File: src/rtl/arw_consts.vh
// timing constants for the converter read and wake sequencer
`ifndef ARW_CONSTS_VH
`define ARW_CONSTS_VH

`define ARW_CLK_NS        50
`define ARW_T_CNCS_NS     10
`define ARW_T_CSBSY_NS    40
`define ARW_T_CSCN_NS     10
`define ARW_T_RDPL_NS     15
`define ARW_T_RDPH_NS     15
`define ARW_T_OSHOLD_NS   20
`define ARW_T_RSTPH_NS    50
`define ARW_T_CYC_US      5
`define ARW_T_ACQ_US      1
`define ARW_T_STBYCN_US   100
`define ARW_T_RSTCN_US    25
`define ARW_T_SDINT_MS    50
`define ARW_T_SDEXT_MS    13

`define ARW_RSTPH_CYC  ((`ARW_T_RSTPH_NS + `ARW_CLK_NS - 1) / `ARW_CLK_NS)
`define ARW_CYC_CYC    ((`ARW_T_CYC_US * 1000 + `ARW_CLK_NS - 1) / `ARW_CLK_NS)
`define ARW_ACQ_CYC    ((`ARW_T_ACQ_US * 1000 + `ARW_CLK_NS - 1) / `ARW_CLK_NS)
`define ARW_STBYCN_CYC ((`ARW_T_STBYCN_US * 1000 + `ARW_CLK_NS - 1) / `ARW_CLK_NS)
`define ARW_RSTCN_CYC  ((`ARW_T_RSTCN_US * 1000 + `ARW_CLK_NS - 1) / `ARW_CLK_NS)
`define ARW_SDINT_CYC  ((`ARW_T_SDINT_MS * 1000000 + `ARW_CLK_NS - 1) / `ARW_CLK_NS)
`define ARW_SDEXT_CYC  ((`ARW_T_SDEXT_MS * 1000000 + `ARW_CLK_NS - 1) / `ARW_CLK_NS)

`define ARW_NUM_CHAN   8
`define ARW_OS_RST     3'h0

`endif

File: src/rtl/arw_sync.v
// three-stage pin synchroniser with agreement filter
`timescale 1ns/10ps
module arw_sync #(
  parameter WIDTH = 1
) (
  input  wire             clk,
  input  wire             rstN,
  input  wire [WIDTH-1:0] pinIn,
  output reg  [WIDTH-1:0] levelOut
);
  reg [WIDTH-1:0] s1_q;
  reg [WIDTH-1:0] s2_q;
  reg [WIDTH-1:0] s3_q;
  genvar i;

  always @(posedge clk or negedge rstN) begin
    if (!rstN) begin
      s1_q <= {WIDTH{1'b0}};
      s2_q <= {WIDTH{1'b0}};
      s3_q <= {WIDTH{1'b0}};
    end else begin
      s1_q <= pinIn;
      s2_q <= s1_q;
      s3_q <= s2_q;
    end
  end

  // a change counts only once stages two and three agree
  generate
    for (i = 0; i < WIDTH; i = i + 1) begin : gBit
      always @(posedge clk or negedge rstN) begin
        if (!rstN) begin
          levelOut[i] <= 1'b0;
        end else if (s2_q[i] == s3_q[i]) begin
          levelOut[i] <= s3_q[i];
        end
      end
    end
  endgenerate
endmodule // arw_sync

File: src/rtl/arw_ctrl.v
// host sequencer: conversion start, parallel read windows, standby and shutdown exit
// Function
// - chip select low 10 ns after start
// - in-conversion read ends 40 ns before busy falls
// - after-conversion read waits for busy fall
// - chip select high 10 ns before start
// - chip select encloses every read strobe
// - oversample select stable around busy fall
// - wait 100 us after standby release
// - never use results before wake wait
// - wait 50 or 13 ms before reset
// - reset pulse high at least 50 ns
// - wait 25 us after reset falls
// - starts no closer than 5 us apart
`timescale 1ns/10ps
`include "arw_consts.vh"
module arw_ctrl #(
  parameter [19:0] SD_INT_CYC = `ARW_SDINT_CYC,
  parameter [19:0] SD_EXT_CYC = `ARW_SDEXT_CYC,
  parameter        NUM_CHAN   = `ARW_NUM_CHAN
) (
  input  wire        clk_sys,
  input  wire        nrst,
  input  wire        convReq,
  input  wire        readAfter,
  input  wire [2:0]  osSel,
  input  wire        wakeReq,
  input  wire        shutdownSel,
  input  wire        intRef,
  output wire        ready,
  output reg         sampleValid_q,
  output reg  [15:0] sampleData_q,
  output reg  [2:0]  sampleChan_q,
  output reg         sampleFirst_q,
  output reg         conv_start_a,
  output reg         conv_start_b,
  output reg         csN_q,
  output reg         rdN_q,
  output reg         adcReset_q,
  output reg         standby_n,
  output reg  [2:0]  oversample_select,
  input  wire        busy,
  input  wire [15:0] parallel_data_bus,
  input  wire        first_channel_flag
);
  localparam [3:0] ST_RSTP  = 4'h0;
  localparam [3:0] ST_RWAIT = 4'h1;
  localparam [3:0] ST_IDLE  = 4'h2;
  localparam [3:0] ST_CONV  = 4'h3;
  localparam [3:0] ST_BSYH  = 4'h4;
  localparam [3:0] ST_BSYL  = 4'h5;
  localparam [3:0] ST_CSLO  = 4'h6;
  localparam [3:0] ST_RDLO  = 4'h7;
  localparam [3:0] ST_RDHI  = 4'h8;
  localparam [3:0] ST_CSHI  = 4'h9;
  localparam [3:0] ST_SLEEP = 4'ha;
  localparam [3:0] ST_WAKE  = 4'hb;

  localparam [31:0] STANDBY_N_W    = `ARW_STBYCN_CYC;
  localparam [31:0] RSTCN_W   = `ARW_RSTCN_CYC;
  localparam [31:0] RSTPH_W   = `ARW_RSTPH_CYC;
  localparam [31:0] CYC_W     = `ARW_CYC_CYC;
  localparam [31:0] ACQ_W     = `ARW_ACQ_CYC;
  localparam [31:0] LAST_W    = NUM_CHAN - 1;
  // counts cut to counter width on purpose
  localparam [19:0] STANDBY_N_CYC  = STANDBY_N_W[19:0];
  localparam [19:0] RSTCN_CYC = RSTCN_W[19:0];
  localparam [19:0] RSTPH_CYC = RSTPH_W[19:0];
  localparam [6:0]  CYC_CYC   = CYC_W[6:0];
  localparam [6:0]  ACQ_CYC   = ACQ_W[6:0];
  localparam [2:0]  LAST_CHAN = LAST_W[2:0];

  reg        rs1_q;
  reg        rs2_q;
  wire       rstN;
  wire       busyS;
  reg [3:0]  state_q;
  reg [19:0] waitCnt_q;
  reg [6:0]  spaceCnt_q;
  reg        after_q;
  reg        shut_q;
  reg [2:0]  chan_q;

  always @(posedge clk_sys or negedge nrst) begin
    if (!nrst) begin
      rs1_q <= 1'b0;
      rs2_q <= 1'b0;
    end else begin
      rs1_q <= 1'b1;
      rs2_q <= rs1_q;
    end
  end
  assign rstN = rs2_q;

  arw_sync #(
    .WIDTH (1)
  ) uBusySync (
    .clk      (clk_sys),
    .rstN     (rstN),
    .pinIn    (busy),
    .levelOut (busyS)
  );

  // refuse starts until wake waits end
  assign ready = (state_q == ST_IDLE) && (spaceCnt_q == 7'h00) && wakeReq;

  always @(posedge clk_sys or negedge rstN) begin
    if (!rstN) begin
      state_q           <= ST_RSTP;
      waitCnt_q         <= 20'h00000;
      spaceCnt_q        <= 7'h00;
      after_q           <= 1'b0;
      shut_q            <= 1'b0;
      chan_q            <= 3'h0;
      conv_start_a      <= 1'b0;
      conv_start_b      <= 1'b0;
      csN_q             <= 1'b1;
      rdN_q             <= 1'b1;
      adcReset_q        <= 1'b1;
      standby_n         <= 1'b1;
      oversample_select <= `ARW_OS_RST;
      sampleValid_q     <= 1'b0;
      sampleData_q      <= 16'h0000;
      sampleChan_q      <= 3'h0;
      sampleFirst_q     <= 1'b0;
    end else begin
      sampleValid_q <= 1'b0;
      if (spaceCnt_q != 7'h00) begin
        spaceCnt_q <= spaceCnt_q - 7'h01;
      end
      case (state_q)
        ST_RSTP: begin
          if (waitCnt_q + 20'h00001 >= RSTPH_CYC) begin
            adcReset_q <= 1'b0;
            waitCnt_q  <= RSTCN_CYC;
            state_q    <= ST_RWAIT;
          end else begin
            waitCnt_q <= waitCnt_q + 20'h00001;
          end
        end
        ST_RWAIT: begin
          if (waitCnt_q <= 20'h00001) begin
            waitCnt_q <= 20'h00000;
            state_q   <= ST_IDLE;
          end else begin
            waitCnt_q <= waitCnt_q - 20'h00001;
          end
        end
        ST_IDLE: begin
          if (!wakeReq) begin
            standby_n <= 1'b0;
            state_q   <= ST_SLEEP;
          end else if (convReq && (spaceCnt_q == 7'h00)) begin
            oversample_select <= osSel;
            after_q      <= readAfter;
            conv_start_a <= 1'b1;
            conv_start_b <= 1'b1;
            spaceCnt_q <= CYC_CYC;
            state_q    <= ST_CONV;
          end
        end
        ST_CONV: begin
          conv_start_a <= 1'b0;
          conv_start_b <= 1'b0;
          // one full cycle after start edge
          if (after_q) begin
            state_q <= ST_BSYH;
          end else begin
            csN_q   <= 1'b0;
            state_q <= ST_CSLO;
          end
        end
        ST_BSYH: begin
          if (busyS) begin
            state_q <= ST_BSYL;
          end
        end
        ST_BSYL: begin
          if (!busyS) begin
            if (spaceCnt_q < ACQ_CYC) begin
              spaceCnt_q <= ACQ_CYC;
            end
            // chip select only after busy fell
            if (after_q) begin
              csN_q   <= 1'b0;
              state_q <= ST_CSLO;
            end else begin
              state_q <= ST_IDLE;
            end
          end
        end
        ST_CSLO: begin
          rdN_q   <= 1'b0;
          chan_q  <= 3'h0;
          state_q <= ST_RDLO;
        end
        ST_RDLO: begin
          // bus is stable while strobe low, so no synchroniser here
          rdN_q         <= 1'b1;
          sampleData_q  <= parallel_data_bus;
          sampleFirst_q <= first_channel_flag;
          sampleChan_q  <= chan_q;
          sampleValid_q <= 1'b1;
          state_q       <= ST_RDHI;
        end
        ST_RDHI: begin
          if (chan_q == LAST_CHAN) begin
            csN_q   <= 1'b1;
            state_q <= ST_CSHI;
          end else begin
            chan_q  <= chan_q + 3'h1;
            rdN_q   <= 1'b0;
            state_q <= ST_RDLO;
          end
        end
        ST_CSHI: begin
          // short burst ends far before busy falls
          // idle cycle before any new start
          if (after_q) begin
            state_q <= ST_IDLE;
          end else begin
            state_q <= ST_BSYH;
          end
        end
        ST_SLEEP: begin
          if (wakeReq) begin
            standby_n <= 1'b1;
            shut_q    <= shutdownSel;
            if (shutdownSel) begin
              waitCnt_q <= intRef ? SD_INT_CYC : SD_EXT_CYC;
            end else begin
              waitCnt_q <= STANDBY_N_CYC;
            end
            state_q <= ST_WAKE;
          end
        end
        ST_WAKE: begin
          if (waitCnt_q <= 20'h00001) begin
            if (shut_q) begin
              adcReset_q <= 1'b1;
              waitCnt_q  <= 20'h00000;
              state_q    <= ST_RSTP;
            end else begin
              waitCnt_q <= 20'h00000;
              state_q   <= ST_IDLE;
            end
          end else begin
            waitCnt_q <= waitCnt_q - 20'h00001;
          end
        end
        default: begin
          state_q <= ST_IDLE;
        end
      endcase
    end
  end
endmodule // arw_ctrl

File: config.mk
export PLATFORM = sky130hd
export DESIGN_NAME = arw_ctrl
export DESIGN_NICKNAME = d
export VERILOG_FILES = /design/src/rtl/arw_sync.v /design/src/rtl/arw_ctrl.v
export VERILOG_INCLUDE_DIRS = /design/src /design/src/rtl
export SDC_FILE = /design/constraint.sdc
export NUM_CORES = 1
export LEC_CHECK = 0
export ABC_AREA = 1
export BUFFER_PORTS_ARGS = -buffer_cell sky130_fd_sc_hd__buf_2
export CELL_PAD_IN_SITES_DETAIL_PLACEMENT = 0
export CELL_PAD_IN_SITES_GLOBAL_PLACEMENT = 1
export CORE_MARGIN = 3
export CORE_UTILIZATION = 41
export CTS_CLUSTER_SIZE = 30
export DETAILED_ROUTE_END_ITERATION = 12
export PLACE_DENSITY = 0.89
export RECOVER_POWER = 25
export SLEW_MARGIN = 15
export SYNTH_ARGS = -nofsm -noshare
export SYNTH_HDL_FRONTEND = slang
export SYNTH_HIERARCHICAL = 1
export SYNTH_SLANG_ARGS = --single-unit
File: constraint.sdc
create_clock -name clk_sys -period 4.3 [get_ports clk_sys]
set_input_delay 0 -clock clk_sys [delete_from_list [all_inputs] [get_ports clk_sys]]
set_output_delay 0 -clock clk_sys [all_outputs]
set_load 0.02 [all_outputs]
======== After elaboration in Yosys (flattened, before gate mapping) ========
Cells that the tools add are included.
word-level totals
  memories kept ........................... 0
  latch bits .............................. 0
  register bits ........................... 71
  bits of input ports ..................... 28
  bits in writable memories ............... 0
  output and inout port bits .............. 31
  word-level logic and storage cells ...... 127
  bits in read-only memories .............. 0
operators by class
  add/subtract/negate cells ............... 4
  $lt $le $gt $ge ......................... 3
  shift operators ......................... 0
  div/mod/pow operators ................... 0
  multipliers ............................. 0
  equal/unequal tests ..................... 28
  multiplexer cells ....................... 46
  bitwise logic cells ..................... 0
  reductions and logical operators ........ 24
operator list
  kind                   number
  $mux 20                5
  $pmux 20 s3            1
  $pmux 4 s12            1
  $mux 4                 9
  $mux 7                 5
  $ne 2x2->1 const B     12
  $add 20x1->20 const B  1
  $ge 20x1->1 const B    1
  $le 20x1->1 const B    1
  $sub 20x1->20 const B  1
  $eq 4x3->1 const B     4
  $eq 4x4->1 const B     4
  $pmux 7 s2             1
  $mux 1                 13
  $mux 3                 3
  $reduce_and 3->1       3
  $reduce_bool 3->1      3
  $eq 4x2->1 const B     2
  $reduce_and 2->1       4
  $reduce_bool 2->1      4
  $logic_not 7->1        1
  $lt 7x5->1 const B     1
  $reduce_and 7->1       1
  $reduce_bool 7->1      1
  16 further kinds       23

======== Longest topological paths before layout ========
  depth after elaboration ................. 5
  mapped depth ............................ 15
  gate-level depth less buffers ........... 15

======== By module ========
Netlist, hierarchy kept.
modules (own cells, without submodules)
  module    cells each  instances  area each (um^2)  sequential area each (um^2)
  arw_ctrl  646         1          4,505.6           1,681.6
  arw_sync  8           1          116.4             100.1

======== Worst setup path after synthesis ========
OpenSTA, ideal clock, no wires.
  kind .................................... register -> register
  start point ............................. reg waitCnt_q[0]
  end point ............................... reg state_q[1]
  data arrival time ....................... 1.817 ns
  path buffers ............................ 0
  slack ................................... 2.366 ns
  period minus slack after synthesis ...... 1.934 ns
  required time ........................... 4.183 ns
  library setup time ...................... 0.117 ns
  cell stages (with the launch flop) ...... 14
  cell sequence ........................... dfrtp_1 -> inv_1 -> ha_1 -> nand2_2 -> nor2_4 -> nand3_2 -> o21ai_2 -> nand2_1 -> nand2_2 -> inv_2 -> nor3_4 -> nand2_2 -> nand2_1 -> nand2_1
between the ends
  word-level cells in the longest chain between the ends .. 4
  elaborated cells on any way between the ends .. 7
  those cells by class .................... 1 x add/sub; 2 x order compare; 3 x eq/ne; 1 x reduce/logical
ends and longest elaborated chain
  element                                RTL line        text
  start, declared                        arw_ctrl.v:78   reg [19:0] waitCnt_q;
  start signal, assigned                 arw_ctrl.v:138  waitCnt_q <= waitCnt_q + 20'h00001;
  start signal, assigned                 arw_ctrl.v:146  waitCnt_q <= waitCnt_q - 20'h00001;
  start signal, assigned                 arw_ctrl.v:230  waitCnt_q <= intRef ? SD_INT_CYC : SD_EXT_CYC;
  $add 20x1->20                          arw_ctrl.v:133  if (waitCnt_q + 20'h00001 >= RSTPH_CYC) begin
  $ge 20x1->1                            arw_ctrl.v:133
  $ne 2x2->1 (no source line)            --
  $reduce_and 7->1 (no source line) (*)  --
  end signal, assigned                   arw_ctrl.v:136  state_q <= ST_RWAIT;
  end signal, assigned                   arw_ctrl.v:144  state_q <= ST_IDLE;
  end signal, assigned                   arw_ctrl.v:152  state_q <= ST_SLEEP;
  end, declared                          arw_ctrl.v:77   reg [3:0] state_q;
Every way passes the cells marked *; elsewhere a longest branch is shown, timed or not.
A chain may end at the register's enable or synchronous reset.

======== Worst setup path after layout ========
  start point ............................. reg state_q[2]
  end point ............................... reg waitCnt_q[17]
between the ends
  word-level cells in the longest chain between the ends .. 4
  elaborated cells on any way between the ends .. 9
  those cells by class .................... 4 x eq/ne; 1 x mux; 4 x reduce/logical
ends and longest elaborated chain
  element                                   RTL line        text
  start signal, assigned                    arw_ctrl.v:109  state_q <= ST_RSTP;
  start signal, assigned                    arw_ctrl.v:136
  start signal, assigned                    arw_ctrl.v:144
  $eq 4x4->1 or $eq 4x1->1 (tied branches)  arw_ctrl.v:131  case (state_q)
  $reduce_or 2->1 (no source line)          --
  $reduce_bool 3->1 (no source line)        --
  $reduce_and 2->1 (no source line)         --
Several ways; a longest one is shown, not always the timed one.

==> impl_metrics.xml <==
<?xml version="1.0" encoding="UTF-8"?>
<metrics>
  <group name="sta">
    <metric name="timing.fmax" unit="GHz">0.397</metric>
    <metric name="holdWs" unit="ns">0.00837</metric>
    <metric name="finalCriticalPeriod" unit="ns">2.52</metric>
    <metric name="max_slew.worst_pin.slew" unit="ns">1.25</metric>
    <metric name="fin_tns_setup" unit="ns">0</metric>
    <metric name="max-slew-margin-rel" unit="%">16.4</metric>
    <metric name="finalMaxSlewViolations" unit="">0</metric>
    <metric name="timing_hold_violations_final" unit="">0</metric>
    <metric name="fin_skew" unit="ns">0.00760</metric>
    <metric name="rsz0062_at_grt" unit="">no</metric>
    <metric name="final.period_utilization" unit="%">58.5</metric>
    <metric name="finalSetupViolations" unit="">0</metric>
  </group>
  <group name="finish">
    <metric name="final_cell_mix" unit="">sky130_fd_sc_hd__nand2_1 (214), sky130_fd_sc_hd__nor2_1 (82), sky130_fd_sc_hd__inv_1 (71)</metric>
    <metric name="post-route-cell-area" unit="sq um">5520</metric>
    <metric name="layout.cells.most_common" unit="">sky130_fd_sc_hd__nand2_1</metric>
    <metric name="antenna_cells" unit="">0</metric>
    <metric name="post_route_cells_drive_above_1_share" unit="%">15.6</metric>
    <metric name="layout.cells.non_filler" unit="">876</metric>
    <metric name="num-nets-final" unit="">770</metric>
    <metric name="area.growth.synth_to_final" unit="%">19.4</metric>
  </group>
  <group name="worst_setup_path">
    <metric name="sequence_of_cells_on_the_critical_path" unit="">inv_1 &gt; ha_1 &gt; inv_1 &gt; nor3_4 &gt; nor2_2 &gt; a21oi_2 &gt; buf_4 &gt; inv_2 &gt; nor2_1 &gt; a21oi_1</metric>
    <metric name="crit_path_max_fanout" unit="">17</metric>
    <metric name="worstSetupPathType" unit="">reg2reg</metric>
    <metric name="cp_data_arrival_time" unit="ns">2.72</metric>
    <metric name="r2r.worst_path.cells" unit="">10</metric>
    <metric name="setup.reg_to_reg.worst_slack" unit="ns">1.78</metric>
    <metric name="launch_instance_of_the_worst_register_to_register_path" unit="">state_q[2]</metric>
    <metric name="crit_top_cell" unit="">sky130_fd_sc_hd__inv_1</metric>
    <metric name="cp_slowest_stage_delay" unit="ns">0.40</metric>
    <metric name="timing.critical_path.from_type" unit="">flip-flop</metric>
    <metric name="cp_slowest_cell" unit="">sky130_fd_sc_hd__dfrtp_1</metric>
    <metric name="crit_required" unit="ns">4.51</metric>
    <metric name="timing.critical_path.to_type" unit="">flip-flop</metric>
    <metric name="rr_endpoint" unit="">waitCnt_q[17]</metric>
  </group>
  <group name="yosys">
    <metric name="synthFlopType" unit="">sky130_fd_sc_hd__dfrtp_1</metric>
    <metric name="synth.avg_cell_area" unit="sq um">7.07</metric>
    <metric name="post_synthesis_instance_total" unit="">654</metric>
    <metric name="post_synth_instance_area" unit="sq um">4620</metric>
    <metric name="synthDistinctLibCells" unit="">44</metric>
    <metric name="asyncSetResetFlopFracSynth" unit="%">100</metric>
    <metric name="synth.area.top_cells" unit="">sky130_fd_sc_hd__dfrtp_1 (36%), sky130_fd_sc_hd__nand2_1 (17%), sky130_fd_sc_hd__nor2_1 (6.7%)</metric>
    <metric name="synthDominantAreaCellType" unit="">sky130_fd_sc_hd__dfrtp_1</metric>
    <metric name="synth_seq_area_share" unit="%">38.5</metric>
    <metric name="synth.yosys.warnings" unit="">6</metric>
    <metric name="post-synth-top-area-fraction" unit="%">36.3</metric>
    <metric name="post_synth_edffs" unit="">0</metric>
    <metric name="ys_ff_latch" unit="">71</metric>
    <metric name="synthesis.nets" unit="">693</metric>
  </group>
  <group name="route">
    <metric name="antenna_left" unit="">0</metric>
    <metric name="detailedRoute.firstIterationViolations" unit="">264</metric>
    <metric name="drt_pass1_iterations" unit="">5</metric>
    <metric name="drc" unit="">0</metric>
    <metric name="wl_per_cell" unit="um">14.1</metric>
    <metric name="drt-total-wl" unit="um">12300</metric>
    <metric name="vias_per_cell" unit="">5.15</metric>
    <metric name="num_vias" unit="">4511</metric>
  </group>
  <group name="grt">
    <metric name="vias_in_the_first_global_route" unit="">4519</metric>
    <metric name="grt_antenna_before_repair" unit="">0</metric>
    <metric name="grt_usage" unit="%">20.6</metric>
    <metric name="grt_overflow_total" unit="">0</metric>
    <metric name="global_route_wire_length_before_repair" unit="um">21500</metric>
    <metric name="grt_start_max_net_pins" unit="">41</metric>
  </group>
  <group name="clock_tree">
    <metric name="cts_post_setup_buffers_inserted" unit="">0</metric>
    <metric name="ctsHtreeMaxLevel" unit="">3</metric>
    <metric name="clkSlewWorstSetupHoldPaths" unit="ns">0.06</metric>
    <metric name="clock_tree.root_cell" unit="">sky130_fd_sc_hd__clkbuf_16</metric>
    <metric name="cts_buffer_depth" unit="">2</metric>
    <metric name="clock_tree_sinks" unit="">71</metric>
    <metric name="cts_tree" unit="">built</metric>
    <metric name="tritoncts.num_buffers" unit="">9</metric>
    <metric name="clock_insertion_delay_worst_skew" unit="ns">0.33</metric>
  </group>
  <group name="floorplan">
    <metric name="core" unit="sq um">10900</metric>
    <metric name="floorplan.initialDensity" unit="%">42.3</metric>
    <metric name="top_level_ports" unit="">59</metric>
    <metric name="dieHeight" unit="um">112</metric>
    <metric name="floorplan.die_area" unit="sq um">12600</metric>
    <metric name="die_w" unit="um">112</metric>
    <metric name="core.rowCount" unit="">38</metric>
  </group>
  <group name="status">
    <metric name="run_status" unit="">complete, no violations</metric>
  </group>
  <group name="place">
    <metric name="place.port_buffers" unit="">58</metric>
    <metric name="dpl.cell_count" unit="">836</metric>
    <metric name="placement.cell_area" unit="sq um">5010</metric>
    <metric name="post-dp-hpwl" unit="um">9430</metric>
    <metric name="gp_congestion" unit="">0.886</metric>
  </group>
  <group name="min_path">
    <metric name="hold-path-endpoint" unit="">shut_q</metric>
    <metric name="hold_path_class" unit="">in2reg</metric>
    <metric name="hold-path-cell-count" unit="">3</metric>
    <metric name="min-delay-start" unit="">shutdownSel</metric>
  </group>
  <group name="job">
    <metric name="max_cap_viol_count" unit="">0</metric>
  </group>
  <group name="pwr">
    <metric name="power-per-cell-area" unit="nW/um^2">257</metric>
    <metric name="cell_leakage_power" unit="nW">2.72</metric>
    <metric name="ir_worst_vdd" unit="mV">0.258</metric>
  </group>
</metrics>
==> layout make-up <==
| type | instances | area (sq um) |
|---|---|---|
| Clock inverter | 7 | 55.1 |
| Fill cell | 1097 | 5420 |
| Tap cell | 140 | 175 |
| Multi-Input combinational cell | 490 | 2460 |
| Inverter | 74 | 278 |
| Clock buffer | 9 | 225 |
| Timing Repair Buffer | 85 | 544 |
| Sequential cell | 71 | 1780 |
==> worst max-delay path by stage <==
stage	start	endpoint	slack, ns	cells after the start
after floorplan	rs2_q	after_q	2.18	0
after global placement	state_q[2]	waitCnt_q[16]	1.87	10
after detailed placement	state_q[2]	waitCnt_q[17]	1.81	10
after CTS	state_q[2]	waitCnt_q[17]	1.79	10
after global routing	state_q[2]	waitCnt_q[14]	1.56	10
final	state_q[2]	waitCnt_q[17]	1.78	10
==> cell families (layout without fill, tap and decap cells) <==
group	after synthesis	in the layout	share of synthesized area (%)
compound gates	76	76	9.45
xor+xnor	17	17	3.22
buf+inv	93	175	8.20
other cells	1	1	0.0811
fa+ha+maj	11	11	2.98
flops	71	71	38.5
mux	3	3	0.731
simple gates	382	382	36.8
==> per-stage QoR <==
stage / setup slack, ns / total power [mW] / util [%]
after floorplan: 2.18 / 0.698 / -
after global placement: 1.87 / 0.717 / 45.8
after detailed placement: 1.81 / 0.718 / 45.8
after CTS: 1.79 / 1.43 / 50.6
after global routing: 1.56 / 1.47 / 50.5
final: 1.78 / 1.42 / 50.5
==> critical path: cells and delay by family, from the launching register on <==
family / cells / cell delay [ns]
adder cells (fa/ha/maj): 1 / 0.27
buffers and inverters: 4 / 0.64
AO/OA/AOI/OAI: 2 / 0.46
flip-flops: 1 / 0.40
AND/OR/NAND/NOR: 3 / 0.62
==> sequential cells by signal, indices dropped and copies added, names as in the netlist, 3 cells and up <==
signal             flops
waitCnt_q             20
sampleData_q          16
oversample_select      3
state_q                4
sampleChan_q           3
chan_q                 3
spaceCnt_q             7
==> where the power goes <==
group | switching (mW) | internal (mW) | leakage [nW]
combinational | 0.0175 | 0.0245 | 1.78
sequential | 0.00784 | 0.672 | 0.805
clock | 0.299 | 0.396 | 0.133
total | 0.324 | 1.09 | 2.72
==> synth_stat cells, types with 2 or more instances <==
cell type	n
sky130_fd_sc_hd__a31oi_1	9
sky130_fd_sc_hd__nand3_2	5
sky130_fd_sc_hd__buf_2	11
sky130_fd_sc_hd__xor2_1	16
sky130_fd_sc_hd__nand2_2	7
sky130_fd_sc_hd__dfstp_2	4
sky130_fd_sc_hd__inv_2	3
sky130_fd_sc_hd__nor3_1	3
sky130_fd_sc_hd__nor2_1	82
sky130_fd_sc_hd__nand3b_1	2
sky130_fd_sc_hd__nand2_1	214
sky130_fd_sc_hd__ha_1	11
sky130_fd_sc_hd__dfrtp_1	67
sky130_fd_sc_hd__nor2_4	6
sky130_fd_sc_hd__a22oi_1	2
sky130_fd_sc_hd__o21ai_2	3
sky130_fd_sc_hd__nor2_2	7
sky130_fd_sc_hd__mux2_2	3
sky130_fd_sc_hd__inv_1	71
sky130_fd_sc_hd__a21oi_1	16
sky130_fd_sc_hd__a211oi_1	2
sky130_fd_sc_hd__buf_4	2
sky130_fd_sc_hd__o21ai_0	36
sky130_fd_sc_hd__nand3_1	40
sky130_fd_sc_hd__nor3_4	2
sky130_fd_sc_hd__nand4_1	9
sky130_fd_sc_hd__clkbuf_1	3
sky130_fd_sc_hd__o2111ai_1	2
==> repair_timing <==
action,4_1_cts,5_1_grt
resized for setup,0,0
hold buffers,24,0
hold endpoints to repair,24,0
==> metal layers <==
metal / vias up / share of wire (%) / track usage (%)
li1: 2232 / - / -
met1: 2117 / 46 / 27.6
met2: 128 / 47 / 33.0
met3: 34 / 4.4 / 3.94
met4: 0 / 2.9 / 8.17
met5: - / 0 / 0
(Power assumes the default switching activity.)
